## src/rsw_pkg.sv

```systemverilog
// constants and types of the redundancy switch command interpreter
package rsw_pkg;
  // register byte addresses
  localparam logic [11:0] A_CMD   = 12'h000;
  localparam logic [11:0] A_ARG0  = 12'h004;
  localparam logic [11:0] A_ARG1  = 12'h008;
  localparam logic [11:0] A_STAT  = 12'h00C;
  localparam logic [11:0] A_ISTAT = 12'h010;
  localparam logic [11:0] A_IMASK = 12'h014;
  localparam logic [11:0] A_AMASK = 12'h018;
  localparam logic [11:0] A_ALARM = 12'h01C;
  localparam logic [11:0] A_RESP  = 12'h040;
  localparam int          RESP_N  = 19;
  // opcodes
  localparam logic [15:0] OP_ID    = 16'h2000;
  localparam logic [15:0] OP_VER   = 16'h2080;
  localparam logic [15:0] OP_FDEF  = 16'h2281;
  localparam logic [15:0] OP_CFG   = 16'h2083;
  localparam logic [15:0] OP_QMODE = 16'h2084;
  localparam logic [15:0] OP_SMODE = 16'h2284;
  localparam logic [15:0] OP_QSTAT = 16'h2085;
  localparam logic [15:0] OP_FORCE = 16'h2285;
  localparam logic [15:0] OP_QDLY  = 16'h2086;
  localparam logic [15:0] OP_SDLY  = 16'h2286;
  localparam logic [15:0] OP_QALM  = 16'h2087;
  localparam logic [15:0] OP_QMSK  = 16'h2089;
  // answer codes, factory default unlock bytes and the none state value
  localparam logic [7:0]  RC_GOOD  = 8'h00;
  localparam logic [7:0]  RC_BPAR  = 8'hFF;
  localparam logic [7:0]  RC_BOP   = 8'hFE;
  localparam logic [7:0]  UNLOCK1  = 8'h55;
  localparam logic [7:0]  UNLOCK2  = 8'hAA;
  localparam logic [7:0]  ST_NONE  = 8'h02;
  // identity and firmware, values arbitrary
  localparam logic [7:0]  DEV_ID   = 8'h5A;
  localparam logic [15:0] FW_VER   = 16'h0105;
  localparam logic [79:0] FW_NAME  = {"SWFW01", 32'h0000_0000};
  localparam logic [55:0] FW_DATE  = {"010100", 8'h00};
  // defaults
  localparam logic [15:0] DEF_DMF  = 16'h0002;
  localparam logic [15:0] DEF_DMN  = 16'h0002;
  localparam logic [15:0] DEF_DDF  = 16'h0032;
  localparam logic [15:0] DEF_DDN  = 16'h0032;
  localparam logic [7:0]  DEF_EMSK = 8'hFF;
  localparam logic [4:0]  DEF_SMSK = 5'h1F;
  // interrupt status bits
  localparam int IB_DONE = 0;
  localparam int IB_GLOB = 1;
  localparam int IB_SWCH = 2;
  // delay tick
  localparam int TICK_MS  = 20;
  localparam int CLK_KHZ  = 20000;
  localparam int TICK_CYC = CLK_KHZ * TICK_MS;
  typedef enum logic [1:0] {
    CS_IDLE = 2'b00,
    CS_EXEC = 2'b01,
    CS_DONE = 2'b11
  } rsw_cs_t;
endpackage

```

## src/rsw_flt_if.sv

```systemverilog
// bundle between the interpreter and one fault delay filter
`timescale 1ns/1ns
interface rsw_flt_if;
  logic        raw;
  logic        tick;
  logic [15:0] dly_f;
  logic [15:0] dly_n;
  logic        fault;
  modport ctl (output raw, tick, dly_f, dly_n, input fault);
  modport flt (input raw, tick, dly_f, dly_n, output fault);
endinterface

```

## src/rsw_sync3.sv

```systemverilog
// three-stage pin synchroniser, change taken when stages two and three agree
`timescale 1ns/1ns
module rsw_sync3 #(
  parameter int W = 1
) (
  // clock and reset
  input  wire logic         clk,
  input  wire logic         rst_n,
  // pins and result
  input  wire logic [W-1:0] din,
  output logic      [W-1:0] dout
);
  logic [W-1:0] s1;
  logic [W-1:0] s2;
  logic [W-1:0] s3;

  always_ff @(posedge clk or negedge rst_n) begin
    if (!rst_n) begin
      s1 <= '0;
      s2 <= '0;
      s3 <= '0;
    end else begin
      s1 <= din;
      s2 <= s1;
      s3 <= s2;
    end
  end

  // s1 feeds only s2; per bit the output moves once s2 and s3 agree
  always_ff @(posedge clk or negedge rst_n) begin
    if (!rst_n) begin
      dout <= '0;
    end else begin
      dout <= (~(s2 ^ s3) & s3) | ((s2 ^ s3) & dout);
    end
  end
endmodule

```

## src/rsw_dly_flt.sv

```systemverilog
// fault persistence filter counting delay ticks in both directions
`timescale 1ns/1ns
module rsw_dly_flt (
  // clock and reset
  input  wire logic clk,
  input  wire logic rst_n,
  // filter bundle
  rsw_flt_if.flt    f
);
  logic [15:0] cnt;
  logic        state;

  assign f.fault = state;

  // a fault counts against the fault delay, recovery against the other;
  // a bounce back to the current state restarts the count
  always_ff @(posedge clk or negedge rst_n) begin
    if (!rst_n) begin
      state <= 1'b0;
      cnt   <= 16'h0000;
    end else if (f.raw == state) begin
      cnt <= 16'h0000;
    end else if (cnt >= (f.raw ? f.dly_f : f.dly_n)) begin
      state <= f.raw;
      cnt   <= 16'h0000;
    end else if (f.tick) begin
      cnt <= cnt + 16'h0001;
    end
  end
endmodule

```

## src/rsw_top.sv

```systemverilog
// redundancy switch command interpreter with apb register access
// Behaviour
// - device id query answers one byte, the fixed identification code
// - version query answers 19 bytes: version, 10-byte name, 7-byte date
// - factory defaults need unlock bytes 0x55 then 0xAA, then restore
// - mode set 0 manual 1 automatic; query same, only ever 0 or 1
// - state query answers mod then demod: 0 A, 1 B, 2 none
// - force backup takes mod then demod byte, 0 A or 1 B online
// - delay query answers four 16-bit delays, high byte first
// - delay set takes the same four delays in the same layout
// - alarm query answers global, external, switch and two zero bytes
// - global alarm byte carries the alarm on bit 0, rest zero
// - external byte: mod, forced mod, demod, forced demod; A then B
// - switch byte: power 1, power 2, firmware, memory, internal; 5-7 zero
// - mask query answers external mask, switch mask, two zero bytes
// - external mask bit enables the external alarm at the same position
// - switch mask bits 0-4 enable switch alarms; bits 5-7 read zero
// - delays count 20 ms ticks; fault and recovery must persist
`timescale 1ns/1ns
module rsw_top #(
  parameter int TICK_CYCLES = rsw_pkg::TICK_CYC
) (
  // clock and reset
  input  wire logic        CLK,
  input  wire logic        RSTN,
  // apb slave
  input  wire logic        PSEL,
  input  wire logic        PENABLE,
  input  wire logic        PWRITE,
  input  wire logic [11:0] PADDR,
  input  wire logic [31:0] PWDATA,
  input  wire logic [3:0]  PSTRB,
  output logic      [31:0] PRDATA,
  output logic             PREADY,
  output logic             PSLVERR,
  // alarm and strap pins
  input  wire logic [3:0]  UNIT_FAULT,
  input  wire logic [3:0]  FORCE_ALARM,
  input  wire logic [4:0]  SWITCH_ALARM,
  input  wire logic [1:0]  BACKUP_CFG,
  // switch outputs
  output logic             MOD_SEL_B,
  output logic             DMD_SEL_B,
  output logic             GLOBAL_ALARM,
  output logic             IRQ
);
  logic [14:0]          pins;
  logic [3:0]           fault;
  logic [31:0]          tick_cnt;
  logic                 tick;
  rsw_pkg::rsw_cs_t     cs;
  logic [15:0]          opcode;
  logic [63:0]          args;
  logic [7:0]           rcode;
  logic [7:0]           rlen;
  logic [7:0]           resp [0:rsw_pkg::RESP_N-1];
  logic                 mode_auto;
  logic                 mod_b;
  logic                 dmd_b;
  logic [15:0]          dly [0:3];
  logic [7:0]           emask;
  logic [4:0]           smask;
  logic [7:0]           ext_alm;
  logic [4:0]           sw_alm;
  logic                 glob;
  logic                 glob_q;
  logic [2:0]           istat;
  logic [2:0]           imask;
  logic                 wr_acc;
  logic                 rd_setup;
  logic                 unmapped;
  logic [31:0]          rd_val;
  logic [151:0]         next_blob;
  logic [7:0]           next_len;
  logic [7:0]           next_code;
  logic                 cmd_ok;
  logic                 sel_chg;
  logic [1:0]           sel_q;

  function automatic logic [7:0] argb(input logic [63:0] a,
                                      input int i);
    return a[8*i +: 8];
  endfunction

  function automatic logic [31:0] wmerge(input logic [31:0] old,
                                         input logic [31:0] nw,
                                         input logic [3:0]  strb);
    logic [31:0] r;
    r = old;
    for (int b = 0; b < 4; b++) begin
      if (strb[b]) begin
        r[8*b +: 8] = nw[8*b +: 8];
      end
    end
    return r;
  endfunction

  // pins and fault filters
  rsw_sync3 #(.W(15)) u_sync (
    .clk   (CLK),
    .rst_n (RSTN),
    .din   ({BACKUP_CFG, SWITCH_ALARM, FORCE_ALARM, UNIT_FAULT}),
    .dout  (pins)
  );

  // one tick every 20 ms shared by all four filters
  always_ff @(posedge CLK or negedge RSTN) begin
    if (!RSTN) begin
      tick_cnt <= 32'h0000_0000;
      tick     <= 1'b0;
    end else if (tick_cnt >= 32'(TICK_CYCLES - 1)) begin
      tick_cnt <= 32'h0000_0000;
      tick     <= 1'b1;
    end else begin
      tick_cnt <= tick_cnt + 32'h0000_0001;
      tick     <= 1'b0;
    end
  end

  // filter order: mod A, demod A, mod B, demod B; mod uses dly 0/1
  for (genvar g = 0; g < 4; g++) begin : g_flt
    rsw_flt_if fi ();
    assign fi.raw   = pins[g];
    assign fi.tick  = tick;
    assign fi.dly_f = dly[(g % 2) * 2];
    assign fi.dly_n = dly[(g % 2) * 2 + 1];
    assign fault[g] = fi.fault;
    rsw_dly_flt u_flt (
      .clk   (CLK),
      .rst_n (RSTN),
      .f     (fi.flt)
    );
  end

  // alarms
  always_comb begin
    ext_alm = {pins[7], pins[3], pins[6], pins[2],
               pins[5], pins[1], pins[4], pins[0]};
    ext_alm[0] = fault[0];
    ext_alm[2] = fault[1];
    ext_alm[4] = fault[2];
    ext_alm[6] = fault[3];
    sw_alm = pins[12:8];
    glob = |(ext_alm & emask) | |(sw_alm & smask);
  end

  assign GLOBAL_ALARM = glob_q;
  assign MOD_SEL_B    = mod_b;
  assign DMD_SEL_B    = dmd_b;

  // apb
  assign PREADY   = 1'b1;
  assign wr_acc   = PSEL && PENABLE && PWRITE;
  assign rd_setup = PSEL && !PENABLE && !PWRITE;
  assign PSLVERR  = PSEL && PENABLE && unmapped;

  always_comb begin
    rd_val   = 32'h0000_0000;
    unmapped = 1'b0;
    if (PADDR == rsw_pkg::A_CMD) begin
      rd_val = {16'h0000, opcode};
    end else if (PADDR == rsw_pkg::A_ARG0) begin
      rd_val = args[31:0];
    end else if (PADDR == rsw_pkg::A_ARG1) begin
      rd_val = args[63:32];
    end else if (PADDR == rsw_pkg::A_STAT) begin
      rd_val = {15'h0000, cs != rsw_pkg::CS_IDLE, rlen, rcode};
    end else if (PADDR == rsw_pkg::A_ISTAT) begin
      rd_val = {29'h0000_0000, istat};
    end else if (PADDR == rsw_pkg::A_IMASK) begin
      rd_val = {29'h0000_0000, imask};
    end else if (PADDR == rsw_pkg::A_AMASK) begin
      rd_val = {19'h0_0000, smask, emask};
    end else if (PADDR == rsw_pkg::A_ALARM) begin
      rd_val = {11'h000, sw_alm, ext_alm, 7'h00, glob_q};
    end else if (PADDR >= rsw_pkg::A_RESP && PADDR[1:0] == 2'b00 &&
                 PADDR < rsw_pkg::A_RESP + 12'(4 * rsw_pkg::RESP_N)) begin
      rd_val = {24'h00_0000, resp[5'(PADDR[11:2] - 10'h010)]};
    end else begin
      unmapped = 1'b1;
    end
  end

  // read data captured in the setup cycle so it comes from a flip-flop
  always_ff @(posedge CLK or negedge RSTN) begin
    if (!RSTN) begin
      PRDATA <= 32'h0000_0000;
    end else if (rd_setup) begin
      PRDATA <= rd_val;
    end
  end

  always_ff @(posedge CLK or negedge RSTN) begin
    if (!RSTN) begin
      args <= 64'h0;
    end else if (wr_acc && PADDR == rsw_pkg::A_ARG0) begin
      args[31:0] <= wmerge(args[31:0], PWDATA, PSTRB);
    end else if (wr_acc && PADDR == rsw_pkg::A_ARG1) begin
      args[63:32] <= wmerge(args[63:32], PWDATA, PSTRB);
    end
  end

  // command sequencer
  // a new opcode is refused while one is in flight
  always_ff @(posedge CLK or negedge RSTN) begin
    if (!RSTN) begin
      cs     <= rsw_pkg::CS_IDLE;
      opcode <= 16'h0000;
    end else begin
      case (cs)
        rsw_pkg::CS_IDLE: begin
          if (wr_acc && PADDR == rsw_pkg::A_CMD) begin
            opcode <= PWDATA[15:0];
            cs     <= rsw_pkg::CS_EXEC;
          end
        end
        rsw_pkg::CS_EXEC: cs <= rsw_pkg::CS_DONE;
        default:          cs <= rsw_pkg::CS_IDLE;
      endcase
    end
  end

  // answer bytes are packed first byte high in a 19-byte blob
  always_comb begin
    next_blob = 152'h0;
    next_len  = 8'h00;
    next_code = rsw_pkg::RC_GOOD;
    case (opcode)
      rsw_pkg::OP_ID: begin
        next_blob[151:144] = rsw_pkg::DEV_ID;
        next_len = 8'd1;
      end
      rsw_pkg::OP_VER: begin
        next_blob = {rsw_pkg::FW_VER, rsw_pkg::FW_NAME,
                     rsw_pkg::FW_DATE};
        next_len = 8'd19;
      end
      rsw_pkg::OP_FDEF: begin
        if (argb(args, 0) != rsw_pkg::UNLOCK1 ||
            argb(args, 1) != rsw_pkg::UNLOCK2) begin
          next_code = rsw_pkg::RC_BPAR;
        end
      end
      rsw_pkg::OP_CFG: begin
        next_blob[151:144] = {6'h00, pins[14:13]};
        next_len = 8'd1;
      end
      rsw_pkg::OP_QMODE: begin
        next_blob[151:144] = {7'h00, mode_auto};
        next_len = 8'd1;
      end
      rsw_pkg::OP_SMODE: begin
        if (argb(args, 0) > 8'h01) begin
          next_code = rsw_pkg::RC_BPAR;
        end
      end
      rsw_pkg::OP_QSTAT: begin
        // a path outside the strapped backup reports none
        next_blob[151:144] = (pins[14:13] == 2'd2) ? rsw_pkg::ST_NONE
                             : {7'h00, mod_b};
        next_blob[143:136] = (pins[14:13] == 2'd1) ? rsw_pkg::ST_NONE
                             : {7'h00, dmd_b};
        next_len = 8'd2;
      end
      rsw_pkg::OP_FORCE: begin
        if (argb(args, 0) > 8'h01 || argb(args, 1) > 8'h01) begin
          next_code = rsw_pkg::RC_BPAR;
        end
      end
      rsw_pkg::OP_QDLY: begin
        next_blob[151:88] = {dly[0], dly[1], dly[2], dly[3]};
        next_len = 8'd8;
      end
      rsw_pkg::OP_SDLY: begin
        next_len = 8'd0;
      end
      rsw_pkg::OP_QALM: begin
        next_blob[151:112] = {7'h00, glob_q, ext_alm,
                              3'h0, sw_alm, 16'h0000};
        next_len = 8'd5;
      end
      rsw_pkg::OP_QMSK: begin
        next_blob[151:120] = {emask, 3'h0, smask, 16'h0000};
        next_len = 8'd4;
      end
      default: next_code = rsw_pkg::RC_BOP;
    endcase
  end

  assign cmd_ok = (cs == rsw_pkg::CS_EXEC) && (next_code == rsw_pkg::RC_GOOD);

  always_ff @(posedge CLK or negedge RSTN) begin
    if (!RSTN) begin
      rcode <= rsw_pkg::RC_GOOD;
      rlen  <= 8'h00;
      for (int i = 0; i < rsw_pkg::RESP_N; i++) begin
        resp[i] <= 8'h00;
      end
    end else if (cs == rsw_pkg::CS_EXEC) begin
      rcode <= next_code;
      rlen  <= (next_code == rsw_pkg::RC_GOOD) ? next_len : 8'h00;
      for (int i = 0; i < rsw_pkg::RESP_N; i++) begin
        resp[i] <= next_blob[151 - 8*i -: 8];
      end
    end
  end

  // settings
  always_ff @(posedge CLK or negedge RSTN) begin
    if (!RSTN) begin
      mode_auto <= 1'b0;
    end else if (cmd_ok && opcode == rsw_pkg::OP_FDEF) begin
      mode_auto <= 1'b0;
    end else if (cmd_ok && opcode == rsw_pkg::OP_SMODE) begin
      mode_auto <= args[0];
    end
  end

  always_ff @(posedge CLK or negedge RSTN) begin
    if (!RSTN) begin
      dly[0] <= rsw_pkg::DEF_DMF;
      dly[1] <= rsw_pkg::DEF_DMN;
      dly[2] <= rsw_pkg::DEF_DDF;
      dly[3] <= rsw_pkg::DEF_DDN;
    end else if (cmd_ok && opcode == rsw_pkg::OP_FDEF) begin
      dly[0] <= rsw_pkg::DEF_DMF;
      dly[1] <= rsw_pkg::DEF_DMN;
      dly[2] <= rsw_pkg::DEF_DDF;
      dly[3] <= rsw_pkg::DEF_DDN;
    end else if (cmd_ok && opcode == rsw_pkg::OP_SDLY) begin
      for (int k = 0; k < 4; k++) begin
        dly[k] <= {argb(args, 2*k), argb(args, 2*k + 1)};
      end
    end
  end

  always_ff @(posedge CLK or negedge RSTN) begin
    if (!RSTN) begin
      emask <= rsw_pkg::DEF_EMSK;
      smask <= rsw_pkg::DEF_SMSK;
    end else if (cmd_ok && opcode == rsw_pkg::OP_FDEF) begin
      emask <= rsw_pkg::DEF_EMSK;
      smask <= rsw_pkg::DEF_SMSK;
    end else if (wr_acc && PADDR == rsw_pkg::A_AMASK) begin
      if (PSTRB[0]) begin
        emask <= PWDATA[7:0];
      end
      if (PSTRB[1]) begin
        smask <= PWDATA[12:8];
      end
    end
  end

  // online selection: commands first, then automatic changeover that
  // moves away from a true fault only if the standby unit is healthy;
  // coupled backup moves both paths together
  always_ff @(posedge CLK or negedge RSTN) begin
    if (!RSTN) begin
      mod_b <= 1'b0;
      dmd_b <= 1'b0;
    end else if (cmd_ok && opcode == rsw_pkg::OP_FDEF) begin
      mod_b <= 1'b0;
      dmd_b <= 1'b0;
    end else if (cmd_ok && opcode == rsw_pkg::OP_FORCE) begin
      mod_b <= args[0];
      dmd_b <= args[8];
    end else if (mode_auto) begin
      if (pins[14:13] == 2'd0) begin
        if (!mod_b && (fault[0] || fault[1]) && !fault[2] && !fault[3]) begin
          mod_b <= 1'b1;
          dmd_b <= 1'b1;
        end else if (mod_b && (fault[2] || fault[3]) &&
                     !fault[0] && !fault[1]) begin
          mod_b <= 1'b0;
          dmd_b <= 1'b0;
        end
      end else begin
        if (pins[14:13] != 2'd2 && fault[{mod_b, 1'b0}] &&
            !fault[{!mod_b, 1'b0}]) begin
          mod_b <= !mod_b;
        end
        if (pins[14:13] != 2'd1 && fault[{dmd_b, 1'b1}] &&
            !fault[{!dmd_b, 1'b1}]) begin
          dmd_b <= !dmd_b;
        end
      end
    end
  end

  // interrupts
  always_ff @(posedge CLK or negedge RSTN) begin
    if (!RSTN) begin
      glob_q <= 1'b0;
      imask  <= 3'h0;
      sel_q  <= 2'h0;
    end else begin
      glob_q <= glob;
      sel_q  <= {mod_b, dmd_b};
      if (wr_acc && PADDR == rsw_pkg::A_IMASK && PSTRB[0]) begin
        imask <= PWDATA[2:0];
      end
    end
  end

  // the select outputs follow mod_b and dmd_b directly, so compare with last cycle
  assign sel_chg = ({mod_b, dmd_b} != sel_q);

  // an event in the clearing cycle survives: set wins over clear
  always_ff @(posedge CLK or negedge RSTN) begin
    if (!RSTN) begin
      istat <= 3'h0;
    end else begin
      for (int e = 0; e < 3; e++) begin
        if ((e == rsw_pkg::IB_DONE && cs == rsw_pkg::CS_DONE) ||
            (e == rsw_pkg::IB_GLOB && glob && !glob_q) ||
            (e == rsw_pkg::IB_SWCH && sel_chg)) begin
          istat[e] <= 1'b1;
        end else if (wr_acc && PADDR == rsw_pkg::A_ISTAT &&
                     PSTRB[0] && PWDATA[e]) begin
          istat[e] <= 1'b0;
        end
      end
    end
  end

  assign IRQ = |(istat & imask);
endmodule

```

## config.mk

```make
export PLATFORM = sky130hd
export DESIGN_NAME = rsw_top
export DESIGN_NICKNAME = d
export VERILOG_FILES = /design/src/rsw_pkg.sv /design/src/rsw_flt_if.sv /design/src/rsw_sync3.sv /design/src/rsw_dly_flt.sv /design/src/rsw_top.sv
export SDC_FILE = /design/constraint.sdc
export NUM_CORES = 1
export LEC_CHECK = 0
export BUFFER_PORTS_ARGS = -buffer_cell sky130_fd_sc_hd__buf_2
export CORE_UTILIZATION = 31
export DETAILED_ROUTE_END_ITERATION = 16
export PLACE_DENSITY = 0.43
export SYNTH_ARGS = -nofsm -noshare
export SYNTH_HDL_FRONTEND = slang
export SYNTH_SLANG_ARGS = --single-unit
```

## constraint.sdc

```tcl
create_clock -name CLK -period 3.48 [get_ports CLK]
set_input_delay 0.348 -clock CLK [delete_from_list [all_inputs] [get_ports CLK]]
set_output_delay 0.348 -clock CLK [all_outputs]
set_load 0.01 [all_outputs]
```

Yosys cells after proc, flatten, opt, wreduce, memory -nomap -nowiden
Index checks and enable logic that the tools add are counted.
Word-level totals
  input bits: 68
  bits in registers: 532
  output and inout port bits: 38
  word-level logic and storage cells: 313
Operators by class
  reductions and logical operators: 92
  multiplexer cells: 91
  equal/unequal tests: 34
  add/sub/neg operators: 6
  order comparisons: 14
  bitwise logic cells: 15
Operators with widths (count)
  $mux W16: 16
  $eq A16 B14 Y1 const B: 12
  $mux W32: 4
  $mux W64: 2
  $mux W21: 5
  $mux W8: 10
  $add A16 B1 Y16 const B: 4
  $ge A16 B16 Y1: 4
  $pmux W8 S8: 1
  $mux W54: 1
  $eq A12 B5 Y1 const B: 4
  $pmux W16 S3: 1
  $pmux W24 S2: 1
  $bmux W8 S5: 1
  $pmux W8 S5: 1
  $mux W1: 38
  $logic_and A1 B1 Y1: 34
  $add A32 B1 Y32 const B: 1
  $ge A32 B19 Y1 const B: 1
  $pmux W8 S4: 1
  $and A15 B15 Y15: 2
  $pmux W5 S6: 1
  $eq A12 B4 Y1 const B: 2
  $reduce_and A2 Y1: 11
  42 further kinds: 94

Depth between registers and ports, before layout
  word-level depth: 14
  depth in mapped cells: 11
  depth with buffers taken out: 8

By module
Synthesis repeated with hierarchy kept, for this count alone.
Second synthesis, totals
  cell total of the unflattened synthesis: 2041
  area total of the unflattened synthesis: 21853.5 um2
Modules (own cells, without submodules)
  rsw_top: cells an instance 1425, instances 1, area each 14799.2 um2, sequential area each 7733.7 um2
  rsw_dly_flt (g_flt[0].u_flt ...): cells an instance 136, instances 3, area each 1335.0 um2, sequential area each 425.4 um2
  rsw_sync3: cells an instance 75, instances 1, area each 1670.4 um2, sequential area each 1501.4 um2
  rsw_dly_flt (g_flt[3].u_flt): cells an instance 133, instances 1, area each 1378.8 um2, sequential area each 425.4 um2

Worst setup path after synthesis
OpenSTA, ideal clock, no wires.
  path kind: register to register
  start point: register with a tool-made name
  end point: register g_flt[0].u_flt.cnt[10]
  required time: 3.408 ns
  setup time: 0.072 ns
  slack: 0.385 ns
  arrival time: 3.023 ns
  cell stages (with the launch flop): 12
  period minus slack after synthesis: 3.095 ns
  path buffers: 3
  cell sequence: dfrtp_1 clkbuf_1 buf_1 mux2i_1 ha_1 a21o_1 a21o_1 a221oi_1 o21ai_0 a311o_1 clkbuf_1 nor2_1
RTL lines
  end signal, assigned: line rsw_dly_flt.sv:27  | cnt <= cnt + 16'h0001;
  end, declared: line rsw_dly_flt.sv:10  | logic [15:0] cnt;

==> qor.csv <==
metric;value;unit
wl_per_cell;23.8;um
clk_pin_slew;0.06;ns
cp.required;3.94;ns
final_area;25000;um^2
ir_drop;0.000316;V
critPathMaxFanout;16;
fin_crit_sh;86.7;%
synth_edf_count;0;
dr_total_vias;15900;
synth_top_area_cell;dfrtp_1;
clock.fmax;332;MHz
ys_seq_area_share;51.7;%
cap_violations;0;
wl_met1;34100;um
crit_path_start_kind;flip-flop;
hp-start;PWDATA[9];
place_congestion;0.855;
syn_avg_cell_area;11.1;um^2
drc;0;
power;11.7;mW
met2_wirelength;31400;um
grt_overflow;0;
coreArea;67300;um^2
rsz0062_at_grt;no;
die_area;69200;um^2
yosysWarningCount;0;
dpl_worst_slack;0.431;ns
yosys.area_share.xor_xnor;3.44;%
syn-cell-area;21100;um^2
hold_violations;0;
antenna_left;0;
dieWidth;263;um
synthSimpleGateAreaFrac;14.2;%
drive_above_1_share;19.2;%
cp-end-kind;flip-flop;
antenna_cells;0;
ctsHtreeMaxLevel;2;
drtIter0Drc;1222;
grt_pass1_vias;15900;
fin_cells;2976;
die_h;263;um
met3_wirelength;3540;um
maxSlewHeadroom;14.7;%
syn_to_final_growth;18.3;%
hold_class;in2reg;
grt_pass1_wl;107000;um
initial_core_util;31.4;%
setup_ws;0.464;ns
routed.top_layer;met4;
num-fill-cells;6726;
cts_buffers;52;
skew;0.0365;ns
synth_compound_area_share;12.2;%
clock_latency;0.63;ns
status;complete, no violations;
cts-root-buf;clkbuf_16;
ctsResizeCount;0;
synth_ff_type;dfrtp_1;
portBuffers;104;
cts_buffer_depth;3;
io_pins;106;
timing.hold.ws;0.0311;ns
synth_top_family_by_area;simple AND/OR/NAND/NOR gates;
antenna_found_initial;1;
synth_cells;1910;
slew_violations;0;
final_core_util;37.2;%
tightest_slew;1.27;ns
detail_route.first_pass.iterations;7;
cts_tree;yes;
synth.distinct_cells;84;
setup_viol;0;
cp.arrival;3.47;ns
synth_seq_cells;436;
nets;2198;
wl;70800;um
placedInstanceArea;22800;um^2
grtUsageTotal;20.4;%
fin_crit;3.02;ns
viasPerCell;5.35;
synth-async-reset-ratio;100;%
fin_setup_tns;0;ns
ys_top_cells_by_area;dfrtp_1 (49%), mux2_2 (4.5%), mux2i_1 (4.4%);
grt_max_degree;99;
cts.sink_count;436;
leakage;11.2;nW
rows;95;
synth_adder_area_share;4.79;%
dpl.cell_count;2846;
yosysTopAreaCellShare;49.1;%
p_per_area;469;nW/um^2
dp_hpwl;50600;um
path_class;reg2reg;
synth_mux_area_share;11.1;%
-- layer usage --
metal | track usage (%) | vias to the layer above
li1 | - | 7257
met3 | 2.89 | 105
met5 | 0 | -
met4 | 5.83 | 0
met1 | 30.1 | 8104
met2 | 31.0 | 445
-- kinds of logic after synthesis --
logic type,Yosys count
xor+xnor,83
buf+inv,122
flops,436
compound gates,370
simple gates,611
other cells,2
fa+ha+maj,84
mux,202
-- sequential cells by signal, indices dropped and copies added (netlist names), 8 cells and up, named ones only --
name and flops:
g_flt.u_flt.cnt 64, u_sync.s3 15, u_sync.s1 15, tick_cnt 32, args 64, g_flt.fi.dly_f 32, PRDATA 32, emask 8
g_flt.fi.dly_n 32, opcode 16, resp 65, u_sync.s2 15
-- placed cells by master (no fill, tap or decap), types with 15 or more instances in the layout --
cell,instances
a21o_1,21
a21oi_1,74
a221oi_1,34
a22o_1,59
and3_1,18
buf_2,103
buf_4,39
clkbuf_16,52
dfrtp_1,415
dfstp_2,21
dlygate4sd3_1,34
ha_1,69
inv_1,22
maj3_1,15
mux2_2,84
mux2i_1,93
mux4_2,16
nand2_1,192
nand3_1,66
nand4_1,34
nor2_1,180
nor3_1,32
o21ai_0,78
xnor2_1,38
xor2_1,45
-- power breakdown --
part,internal [mW],switching [mW],total (mW),leakage [nW]
combinational,0.225,0.365,0.590,4.55
clock,3.57,2.27,5.84,0.903
sequential,5.18,0.130,5.31,5.78
total,8.97,2.76,11.7,11.2
-- cells in the mapped netlist, types with 11 or more instances --
cell / number
a21o_1: 22
a21oi_1: 74
a221oi_1: 34
a22o_1: 59
and3_1: 19
buf_1: 13
buf_2: 17
clkbuf_1: 58
dfrtp_1: 415
dfstp_2: 21
ha_1: 69
inv_1: 22
maj3_1: 15
mux2_2: 84
mux2i_1: 93
mux4_2: 16
nand2_1: 192
nand2b_1: 13
nand3_1: 66
nand4_1: 34
nor2_1: 180
nor3_1: 32
nor4_1: 13
o211ai_1: 11
o21ai_0: 78
o22a_1: 11
xnor2_1: 38
xor2_1: 45
-- area by class of cell --
cell class,count,area (um^2),area share (%)
clock inverters,22,325,1.30
inverters,23,86.3,0.345
flip-flops and latches,436,10900,43.7
multi-input cells,1364,9740,39.0
well taps,873,1090,4.37
clock buffers,74,1520,6.09
repair buffers,184,1300,5.21
-- worst paths after layout --
kind / depth (start not counted) / slack, ns / end
worst max register to register: 9 / 0.46 / g_flt[1].u_flt.cnt[10]
max in group asynchronous: 3 / 2.19 / u_sync.s2[3]
worst max-delay path: 9 / 0.46 / g_flt[1].u_flt.cnt[10]
min in group asynchronous: 2 / 0.31 / tick_cnt[15]
worst min-delay path: 3 / 0.03 / smask[1]
worst min register to register: 0 / 0.35 / u_sync.s2[10]
-- worst max-delay path: stages, from the launching register on --
cell,delay (ns)
dfrtp_1,0.78
buf_4,0.32
mux2i_1,0.37
ha_1,0.21
a21o_1,0.10
a21oi_1,0.06
o211ai_1,0.28
o211ai_1,0.14
nand2_1,0.46
nor3_1,0.12
-- repair_timing --
item                      in CTS  in global routing
buffers inserted               0                  0
hold buffers                  34                  0
hold endpoints to repair     111                  0
(Power assumes the default switching activity.)
